[src/design/exec_pkg.sv]
package exec_pkg;

  // Byte offsets of the register words on the bus.
  localparam logic [7:0] CMD_OFS     = 8'h00;
  localparam logic [7:0] FLAG_OFS    = 8'h04;
  localparam logic [7:0] PC_OFS      = 8'h08;
  localparam logic [7:0] OPND_OFS    = 8'h0c;
  localparam logic [7:0] STAT_OFS    = 8'h10;
  localparam logic [7:0] IO_BASE_OFS = 8'h20;
  localparam int         IO_COUNT    = 8;

  // Field positions inside the command word.
  localparam int CMD_OP_LSB  = 0;
  localparam int CMD_OFF_LSB = 8;
  localparam int CMD_IO_LSB  = 16;
  localparam int CMD_BIT_LSB = 24;

  // Field positions inside the status word.
  localparam int STAT_BUSY_BIT  = 0;
  localparam int STAT_TAKEN_BIT = 1;
  localparam int STAT_CYC_LSB   = 8;

  // Flag positions in the flag word.
  localparam int FLAG_C = 0;
  localparam int FLAG_Z = 1;
  localparam int FLAG_N = 2;
  localparam int FLAG_V = 3;
  localparam int FLAG_S = 4;
  localparam int FLAG_H = 5;
  localparam int FLAG_T = 6;
  localparam int FLAG_I = 7;

  localparam logic [15:0] PC_RESET   = 16'h0000;
  localparam logic [7:0]  FLAG_RESET = 8'h00;
  localparam logic [7:0]  OPND_RESET = 8'h00;
  localparam logic [7:0]  IO_RESET   = 8'h00;

  // Execution lengths in clock cycles.
  localparam logic [1:0] CYC_ONE = 2'h1;
  localparam logic [1:0] CYC_TWO = 2'h2;

  localparam logic [2:0] HSIZE_WORD = 3'h2;

  typedef enum logic [3:0] {
    branch_half_carry_clear    = 4'h0,
    branch_transfer_flag_set   = 4'h1,
    branch_transfer_flag_clear = 4'h2,
    branch_overflow_set        = 4'h3,
    branch_overflow_clear      = 4'h4,
    branch_interrupts_enabled  = 4'h5,
    branch_interrupts_disabled = 4'h6,
    io_bit_set_op              = 4'h7,
    io_bit_clear_op            = 4'h8,
    shift_left_logical_op      = 4'h9
  } op_t;

  typedef enum logic [1:0] {
    st_idle   = 2'b00,
    st_first  = 2'b01,
    st_second = 2'b10
  } state_t;

  typedef struct packed {
    logic [2:0] bit_sel;
    logic [2:0] io_sel;
    logic [6:0] offset;
    op_t        op;
  } cmd_t;

  typedef struct packed {
    logic [15:0] pc;
    logic [7:0]  flags;
    logic [7:0]  opnd;
    logic [7:0]  io_val;
    logic        io_wr;
    logic        taken;
    logic [1:0]  cycles;
  } result_t;

endpackage

[src/design/exec_unit.sv]
`timescale 1ns/10ps
module exec_unit
(
  input  exec_pkg::cmd_t    cmd,
  input  logic [15:0]       pc,
  input  logic [7:0]        flags,
  input  logic [7:0]        opnd,
  input  logic [7:0]        io_val,
  output exec_pkg::result_t res
);
  import exec_pkg::*;

  logic        is_branch;
  logic        cond;
  logic [15:0] target;
  logic [7:0]  mask;

  assign target = pc + {{9{cmd.offset[6]}}, cmd.offset} + 16'h0001;
  assign mask   = 8'h01 << cmd.bit_sel;

  always_comb
  begin
    res        = '0;
    res.pc     = pc;
    res.flags  = flags;
    res.opnd   = opnd;
    res.io_val = io_val;
    res.cycles = CYC_ONE;
    is_branch  = 1'b1;
    cond       = 1'b0;
    case (cmd.op)
      branch_half_carry_clear:    cond = !flags[FLAG_H];
      branch_transfer_flag_set:   cond = flags[FLAG_T];
      branch_transfer_flag_clear: cond = !flags[FLAG_T];
      branch_overflow_set:        cond = flags[FLAG_V];
      branch_overflow_clear:      cond = !flags[FLAG_V];
      branch_interrupts_enabled:  cond = flags[FLAG_I];
      branch_interrupts_disabled: cond = !flags[FLAG_I];
      io_bit_set_op:
      begin
        is_branch  = 1'b0;
        res.io_val = io_val | mask;
        res.io_wr  = 1'b1;
        res.cycles = CYC_TWO;
      end
      io_bit_clear_op:
      begin
        is_branch  = 1'b0;
        res.io_val = io_val & ~mask;
        res.io_wr  = 1'b1;
        res.cycles = CYC_TWO;
      end
      shift_left_logical_op:
      begin
        is_branch           = 1'b0;
        res.opnd            = {opnd[6:0], 1'b0};
        res.flags[FLAG_C]   = opnd[7];
        res.flags[FLAG_N]   = opnd[6];
        res.flags[FLAG_Z]   = (opnd[6:0] == 7'h00);
        res.flags[FLAG_V]   = opnd[6] ^ opnd[7];
      end
      default: is_branch = 1'b0;
    endcase
    // Branches never touch the flags; only the target, taken bit and length differ.
    if (is_branch && cond)
    begin
      res.pc     = target;
      res.taken  = 1'b1;
      res.cycles = CYC_TWO;
    end
  end

endmodule

[src/design/flag_branch_and_io_bit_ops.sv]
`timescale 1ns/10ps
module flag_branch_and_io_bit_ops
(
  input  logic        clk,
  input  logic        rst_b,
  input  logic        hsel,
  input  logic [31:0] haddr,
  input  logic [1:0]  htrans,
  input  logic        hwrite,
  input  logic [2:0]  hsize,
  input  logic [31:0] hwdata,
  input  logic        hready,
  output logic [31:0] hrdata,
  output logic        hreadyout,
  output logic        hresp,
  output logic        busy
);
  import exec_pkg::*;

  logic                      wr_pend_reg;
  logic                      wr_pend_next;
  logic [7:0]                addr_reg;
  logic [7:0]                addr_next;
  logic [31:0]               hrdata_reg;
  logic [31:0]               hrdata_next;
  logic                      hreadyout_reg;
  logic                      busy_reg;
  logic                      accept;
  logic                      mapped;

  state_t                    state_reg;
  state_t                    state_next;
  cmd_t                      cmd_reg;
  cmd_t                      cmd_next;
  logic [15:0]               pc_reg;
  logic [15:0]               pc_next;
  logic [7:0]                flags_reg;
  logic [7:0]                flags_next;
  logic [7:0]                opnd_reg;
  logic [7:0]                opnd_next;
  logic                      taken_reg;
  logic                      taken_next;
  logic [1:0]                last_cyc_reg;
  logic [1:0]                last_cyc_next;
  logic [IO_COUNT-1:0][7:0]  io_reg;
  logic [IO_COUNT-1:0][7:0]  io_next;
  logic                      apply;
  logic                      bus_wr;
  result_t                   res;

  assign hrdata    = hrdata_reg;
  assign hreadyout = hreadyout_reg;
  assign hresp     = 1'b0;
  assign busy      = busy_reg;

  // The slave never stalls, so every data phase is the cycle after its address phase.
  assign accept = hsel && hready && htrans[1];
  assign mapped = (haddr[31:8] == 24'h000000) && (haddr[1:0] == 2'h0);
  assign bus_wr = wr_pend_reg && (state_reg == st_idle);

  always_comb
  begin
    wr_pend_next = accept && hwrite && (hsize == HSIZE_WORD) && mapped;
    addr_next    = accept ? haddr[7:0] : addr_reg;
    hrdata_next  = 32'h00000000;
    if (accept && !hwrite && mapped)
    begin
      if (haddr[7:5] == IO_BASE_OFS[7:5])
      begin
        hrdata_next[7:0] = io_reg[haddr[4:2]];
      end
      else
      begin
        case (haddr[7:0])
          CMD_OFS:
          begin
            hrdata_next[CMD_OP_LSB +: 4]  = cmd_reg.op;
            hrdata_next[CMD_OFF_LSB +: 7] = cmd_reg.offset;
            hrdata_next[CMD_IO_LSB +: 3]  = cmd_reg.io_sel;
            hrdata_next[CMD_BIT_LSB +: 3] = cmd_reg.bit_sel;
          end
          FLAG_OFS: hrdata_next[7:0]  = flags_reg;
          PC_OFS:   hrdata_next[15:0] = pc_reg;
          OPND_OFS: hrdata_next[7:0]  = opnd_reg;
          STAT_OFS:
          begin
            hrdata_next[STAT_BUSY_BIT]      = busy_reg;
            hrdata_next[STAT_TAKEN_BIT]     = taken_reg;
            hrdata_next[STAT_CYC_LSB +: 2]  = last_cyc_reg;
          end
          default: hrdata_next = 32'h00000000;
        endcase
      end
    end
  end

  always_ff @(posedge clk)
  begin
    if (!rst_b)
    begin
      wr_pend_reg   <= 1'b0;
      addr_reg      <= 8'h00;
      hrdata_reg    <= 32'h00000000;
      hreadyout_reg <= 1'b0;
    end
    else
    begin
      wr_pend_reg   <= wr_pend_next;
      addr_reg      <= addr_next;
      hrdata_reg    <= hrdata_next;
      hreadyout_reg <= 1'b1;
    end
  end

  exec_unit u_exec
  (
    .cmd    (cmd_reg),
    .pc     (pc_reg),
    .flags  (flags_reg),
    .opnd   (opnd_reg),
    .io_val (io_reg[cmd_reg.io_sel]),
    .res    (res)
  );

  // Bus writes are dropped while busy, so the executing operands stay frozen.
  always_comb
  begin
    state_next    = state_reg;
    cmd_next      = cmd_reg;
    pc_next       = pc_reg;
    flags_next    = flags_reg;
    opnd_next     = opnd_reg;
    taken_next    = taken_reg;
    last_cyc_next = last_cyc_reg;
    apply         = 1'b0;
    case (state_reg)
      st_idle:
      begin
        if (bus_wr)
        begin
          case (addr_reg)
            CMD_OFS:
            begin
              cmd_next.op      = op_t'(hwdata[CMD_OP_LSB +: 4]);
              cmd_next.offset  = hwdata[CMD_OFF_LSB +: 7];
              cmd_next.io_sel  = hwdata[CMD_IO_LSB +: 3];
              cmd_next.bit_sel = hwdata[CMD_BIT_LSB +: 3];
              state_next       = st_first;
            end
            FLAG_OFS: flags_next = hwdata[7:0];
            PC_OFS:   pc_next    = hwdata[15:0];
            OPND_OFS: opnd_next  = hwdata[7:0];
            default:  state_next = st_idle;
          endcase
        end
      end
      st_first:
      begin
        if (res.cycles == CYC_TWO)
        begin
          state_next = st_second;
        end
        else
        begin
          apply         = 1'b1;
          last_cyc_next = CYC_ONE;
        end
      end
      st_second:
      begin
        apply         = 1'b1;
        last_cyc_next = CYC_TWO;
      end
      default: state_next = st_idle;
    endcase
    if (apply)
    begin
      state_next = st_idle;
      pc_next    = res.pc;
      flags_next = res.flags;
      opnd_next  = res.opnd;
      taken_next = res.taken;
    end
  end

  genvar gi;
  generate
    for (gi = 0; gi < IO_COUNT; gi++)
    begin : g_io
      assign io_next[gi] =
        (apply && res.io_wr && (cmd_reg.io_sel == 3'(gi))) ? res.io_val :
        (bus_wr && (addr_reg[7:5] == IO_BASE_OFS[7:5]) && (addr_reg[4:2] == 3'(gi))) ?
        hwdata[7:0] : io_reg[gi];
    end
  endgenerate

  always_ff @(posedge clk)
  begin
    if (!rst_b)
    begin
      state_reg    <= st_idle;
      cmd_reg      <= '0;
      pc_reg       <= PC_RESET;
      flags_reg    <= FLAG_RESET;
      opnd_reg     <= OPND_RESET;
      taken_reg    <= 1'b0;
      last_cyc_reg <= 2'h0;
      io_reg       <= {IO_COUNT{IO_RESET}};
      busy_reg     <= 1'b0;
    end
    else
    begin
      state_reg    <= state_next;
      cmd_reg      <= cmd_next;
      pc_reg       <= pc_next;
      flags_reg    <= flags_next;
      opnd_reg     <= opnd_next;
      taken_reg    <= taken_next;
      last_cyc_reg <= last_cyc_next;
      io_reg       <= io_next;
      busy_reg     <= (state_next != st_idle);
    end
  end

  logic [15:0] br_target;
  logic [7:0]  io_cur;
  logic [7:0]  bit_mask;
  logic        in_first;

  assign br_target = pc_reg + {{9{cmd_reg.offset[6]}}, cmd_reg.offset} + 16'h0001;
  assign io_cur    = io_reg[cmd_reg.io_sel];
  assign bit_mask  = 8'h01 << cmd_reg.bit_sel;
  assign in_first  = (state_reg == st_first);
endmodule

[config.mk]
export PLATFORM = sky130hd
export DESIGN_NAME = flag_branch_and_io_bit_ops
export DESIGN_NICKNAME = d
export VERILOG_FILES = /design/src/design/exec_pkg.sv /design/src/design/exec_unit.sv /design/src/design/flag_branch_and_io_bit_ops.sv
export SDC_FILE = /design/constraint.sdc
export NUM_CORES = 1
export LEC_CHECK = 0
export ABC_CLOCK_PERIOD_IN_PS = 2940
export BUFFER_PORTS_ARGS = -buffer_cell sky130_fd_sc_hd__buf_2
export CORE_MARGIN = 10
export CORE_UTILIZATION = 59
export CTS_CLUSTER_DIAMETER = 100
export DETAILED_ROUTE_END_ITERATION = 6
export PLACE_DENSITY = 0.78
export SLEW_MARGIN = 25
export SYNTH_ARGS = -nofsm -noshare
export SYNTH_HDL_FRONTEND = slang
export SYNTH_SLANG_ARGS = --single-unit
[constraint.sdc]
create_clock -name clk -period 2.94 [get_ports clk]
set_clock_uncertainty 0.2 [all_clocks]
set_input_delay 0.882 -clock clk [delete_from_list [all_inputs] [get_ports clk]]
set_output_delay 0.882 -clock clk [all_outputs]
set_load 0.01 [all_outputs]
==> run_results.csv <==
group,metric,value,unit
synth,synth_edf_count,0,
synth,yosys.area_share.simple,26.36,%
synth,ys_warn_count,0,
synth,synthTopCellsByCount,"201 x nand2_1, 151 x dfxtp_1, 82 x mux2i_1, 70 x and3_1, 55 x clkbuf_1",
final_layout,largest_reg_flops,64,
synth,ys.flop_type,"dfxtp_1",
clocking,clk_latency,0.43,ns
timing,setup_violations,0,
synth,ys_ff_latch,151,
route,routedWlPerCell,20.96,um
final_layout,nets,1238,
timing,setup_tns,0,ns
clocking,cts_buffer_depth,2,
route,via_per_inst,6.350,
setup_path,crit_top_cell,"inv_1",
clocking,cts_buffers,17,
final_layout,n_fill_cell,1198,
route,postRouteAntennaNets,0,
timing,relSlewSlack,44.22,%
setup_path,max_stage_delay,0.45,ns
setup_path,cp_top_family,"compound AO/OA/AOI/OAI gates",
floorplanning,die_w,144.3,um
synth,yosys.area.top_type,"dfxtp_1",
synth,synth_fa_ha_area_share,2.966,%
route,wl,28180,um
floorplanning,initial_core_util,60.17,%
synth,synth_area_per_cell,8.589,um2
setup_path,arrival,2.94,ns
timing,tightest_slew,0.8367,ns
global_routing,antenna_found_initial,0,
final_layout,diodes,0,
clocking,htree_levels,4,
timing,hold_violations,0,
floorplanning,core.rowCount,45,
setup_path,cp_data_required_time,3.10,ns
global_routing,overflow,0,
timing,fin_crit,2.781,ns
place,dp_hpwl,19420,um
place,globalplace.congestion,0.9377,
pwr,ir_worst_vdd,0.4870,mV
route,drc,0,
route,dr_total_vias,8534,
synth,synthXorXnorAreaFrac,0.9611,%
setup_path,crit_chain,"inv_1, ha_1, inv_1, fa_1, a211oi_1, o21bai_1, o21ai_1, o31a_1, or3b_2, a31o_1, a21boi_1",
floorplanning,die_area,20820,um2
route,drtIter0Drc,1023,
synth,muxShareOfSynthArea,19.02,%
setup_path,worst-path-max-fanout,3,
synth,yosysMostFrequentCell,"nand2_1",
global_routing,grt_max_degree,129,
timing,worst_slack,0.1595,ns
place,place_ws,-0.07553,ns
timing,holdWs,0.2644,ns
pwr,power_density,425.7,nW/um2
setup_path,cp_slowest_cell,"or3b_2",
global_routing,first_global_vias,8057,
worst_hold_path,hp-start,"addr_reg[0]$_SDFFE_PN0P_",
synth,synth_compound_area_share,12.51,%
synth,synth_cells,1061,
setup_path,rrSetupSlack,0.16,ns
worst_hold_path,min_path_type,"reg2reg",
pwr,power_leakage,5.037,nW
timing,fmax,0.3596,GHz
final_layout,area_delta_synth_final,14.99,%
floorplanning,fp.dieH,144.3,um
final_layout,final_cell_area,10480,um2
pwr,fin_total_pwr,4.460,mW
setup_path,worstReg2RegEnd,"pc_reg[14]$_SDFFE_PN0P_",
setup_path,cp-end-kind,"flip-flop",
worst_hold_path,holdPathStages,2,
synth,ys_seq_area_share,33.17,%
clocking,root_buffer,"clkbuf_16",
worst_hold_path,hold_end,"addr_reg[0]$_SDFFE_PN0P_",
synth,synth_top_area_share,33.17,%
place,io_buffers,86,
floorplanning,floorplan.io_pins,109,
synth,yosys-top-cells-area,"dfxtp_1 33%, mux2i_1 9.0%, mux4_2 8.9%",
place,dpl_cell_area,9869,um2
timing,maxSlewViolCount,0,
flow_run,drv_cap,0,
clocking,cts_sinks,151,
final_layout,drive_gt1_share,19.98,%
route,drtPass1Iterations,6,
timing,rsz0062_at_grt,"false",
setup_path,cp_num_buf_inv,2,
setup_path,r2r-start,"cmd_reg[4]$_SDFFE_PN0P_",
synth,async_reset_ff_share,0,%
floorplanning,core,15150,um2
synth,synth_top_family_by_area,"simple AND/OR/NAND/NOR gates",
global_routing,grt_pass1_wl,43700,um
global_routing,track_usage,26.89,%
setup_path,worst_setup_path_start_kind,"flip-flop",
clocking,path_clk_slew,0.07,ns
synth,ys_types,73,
clocking,cts_tree,"done",
synth,syn_area,9112,um2
run_status,status,"complete, no violations",
setup_path,critPathKind,"reg2reg",
setup_path,r2r_cells,11,
clocking,cts_hold_buf,0,
timing,period_share,94.58,%
setup_path,startpoint,"cmd_reg[4]$_SDFFE_PN0P_",
[layout by cell type (no fill, tap or decap), types with 9 or more instances in the layout]
cell type / netlist / routed
nand2b_1: 11 / 11
a21oi_1: 47 / 47
nor2_1: 53 / 53
and3_1: 70 / 70
o211a_1: 13 / 13
inv_1: 16 / 16
mux2i_1: 82 / 82
nand3_1: 50 / 49
clkbuf_16: 0 / 17
o211ai_1: 11 / 11
nor2b_1: 25 / 25
o21ai_0: 17 / 17
and2_1: 15 / 15
nand2_1: 201 / 201
o21ai_1: 9 / 9
dfxtp_1: 151 / 151
mux4_2: 36 / 36
a21boi_0: 15 / 15
conb_1: 1 / 11
ha_1: 20 / 20
buf_4: 12 / 48
buf_2: 14 / 86
nor3_1: 14 / 14
[worst register-to-register path, stage by stage, from the launching register on]
cell and delay [ns]:
dfxtp_1 0.33, inv_1 0.08, ha_1 0.23, inv_1 0.07, fa_1 0.23, a211oi_1 0.11
o21bai_1 0.23, o21ai_1 0.14, o31a_1 0.30, or3b_2 0.45, a31o_1 0.23, a21boi_1 0.12
[layer usage]
metal	share of wire, %	global-route usage (%)	vias to the layer above
met5	0	0	-
met4	3.1	11.91	0
met3	12	6.166	69
met2	44	40.70	545
met1	41	35.88	3985
li1	-	-	3935
[layout make-up]
cell class / instances / area, um2 / area share (%)
Tap cell: 188 / 235.2 / 2.245
Sequential cell: 151 / 3023 / 28.85
Timing Repair Buffer: 139 / 882.1 / 8.418
Inverter: 16 / 60.06 / 0.5731
Multi-Input combinational cell: 818 / 5688 / 54.28
Clock inverter: 14 / 151.4 / 1.445
Clock buffer: 18 / 439.2 / 4.191
[repair_timing]
action	4_1_cts	5_1_grt
setup buffers	0	1
endpoints found under the setup margin	0	8
gates resized for setup	0	3
[report_power, final]
part,total [mW],switching [mW],internal [mW]
sequential,2.06,0.00678,2.05
clock,2.19,0.918,1.28
combinational,0.209,0.130,0.0789
[kinds of logic (layout without fill, tap and decap cells)]
| kind of cell | after synthesis | after routing |
|---|---|---|
| multiplexers | 127 | 127 |
| buffers and inverters | 102 | 187 |
| AO/OA/AOI/OAI | 167 | 167 |
| AND/OR/NAND/NOR | 482 | 482 |
| flip-flops | 151 | 151 |
| XOR/XNOR | 10 | 10 |
| other | 1 | 11 |
| adder cells (fa/ha/maj) | 21 | 21 |
[worst max path at each step]
stage                          endpoint  depth (start not counted)  slack, ns
2_1_floorplan      hrdata[5]$_SDFF_PN0_                          5       0.17
3_3_place_gp      hrdata[25]$_SDFF_PP0_                          9      -0.05
3_5_place_dp      hrdata[17]$_SDFF_PP0_                          9      -0.08
4_1_cts        opnd_reg[7]$_SDFFE_PN0P_                          9       0.13
5_1_grt         pc_reg[14]$_SDFFE_PN0P_                         11       0.02
6_report        pc_reg[14]$_SDFFE_PN0P_                         11       0.16
[metrics by stage]
step,util [%],std cells
6_report,69.19,1344
5_1_grt,69.19,1344
4_1_cts,69.06,1343
3_5_place_dp,65.16,1311
3_3_place_gp,65.16,1311
2_1_floorplan,-,1071
Note: power is estimated with default switching activity, not from simulation.
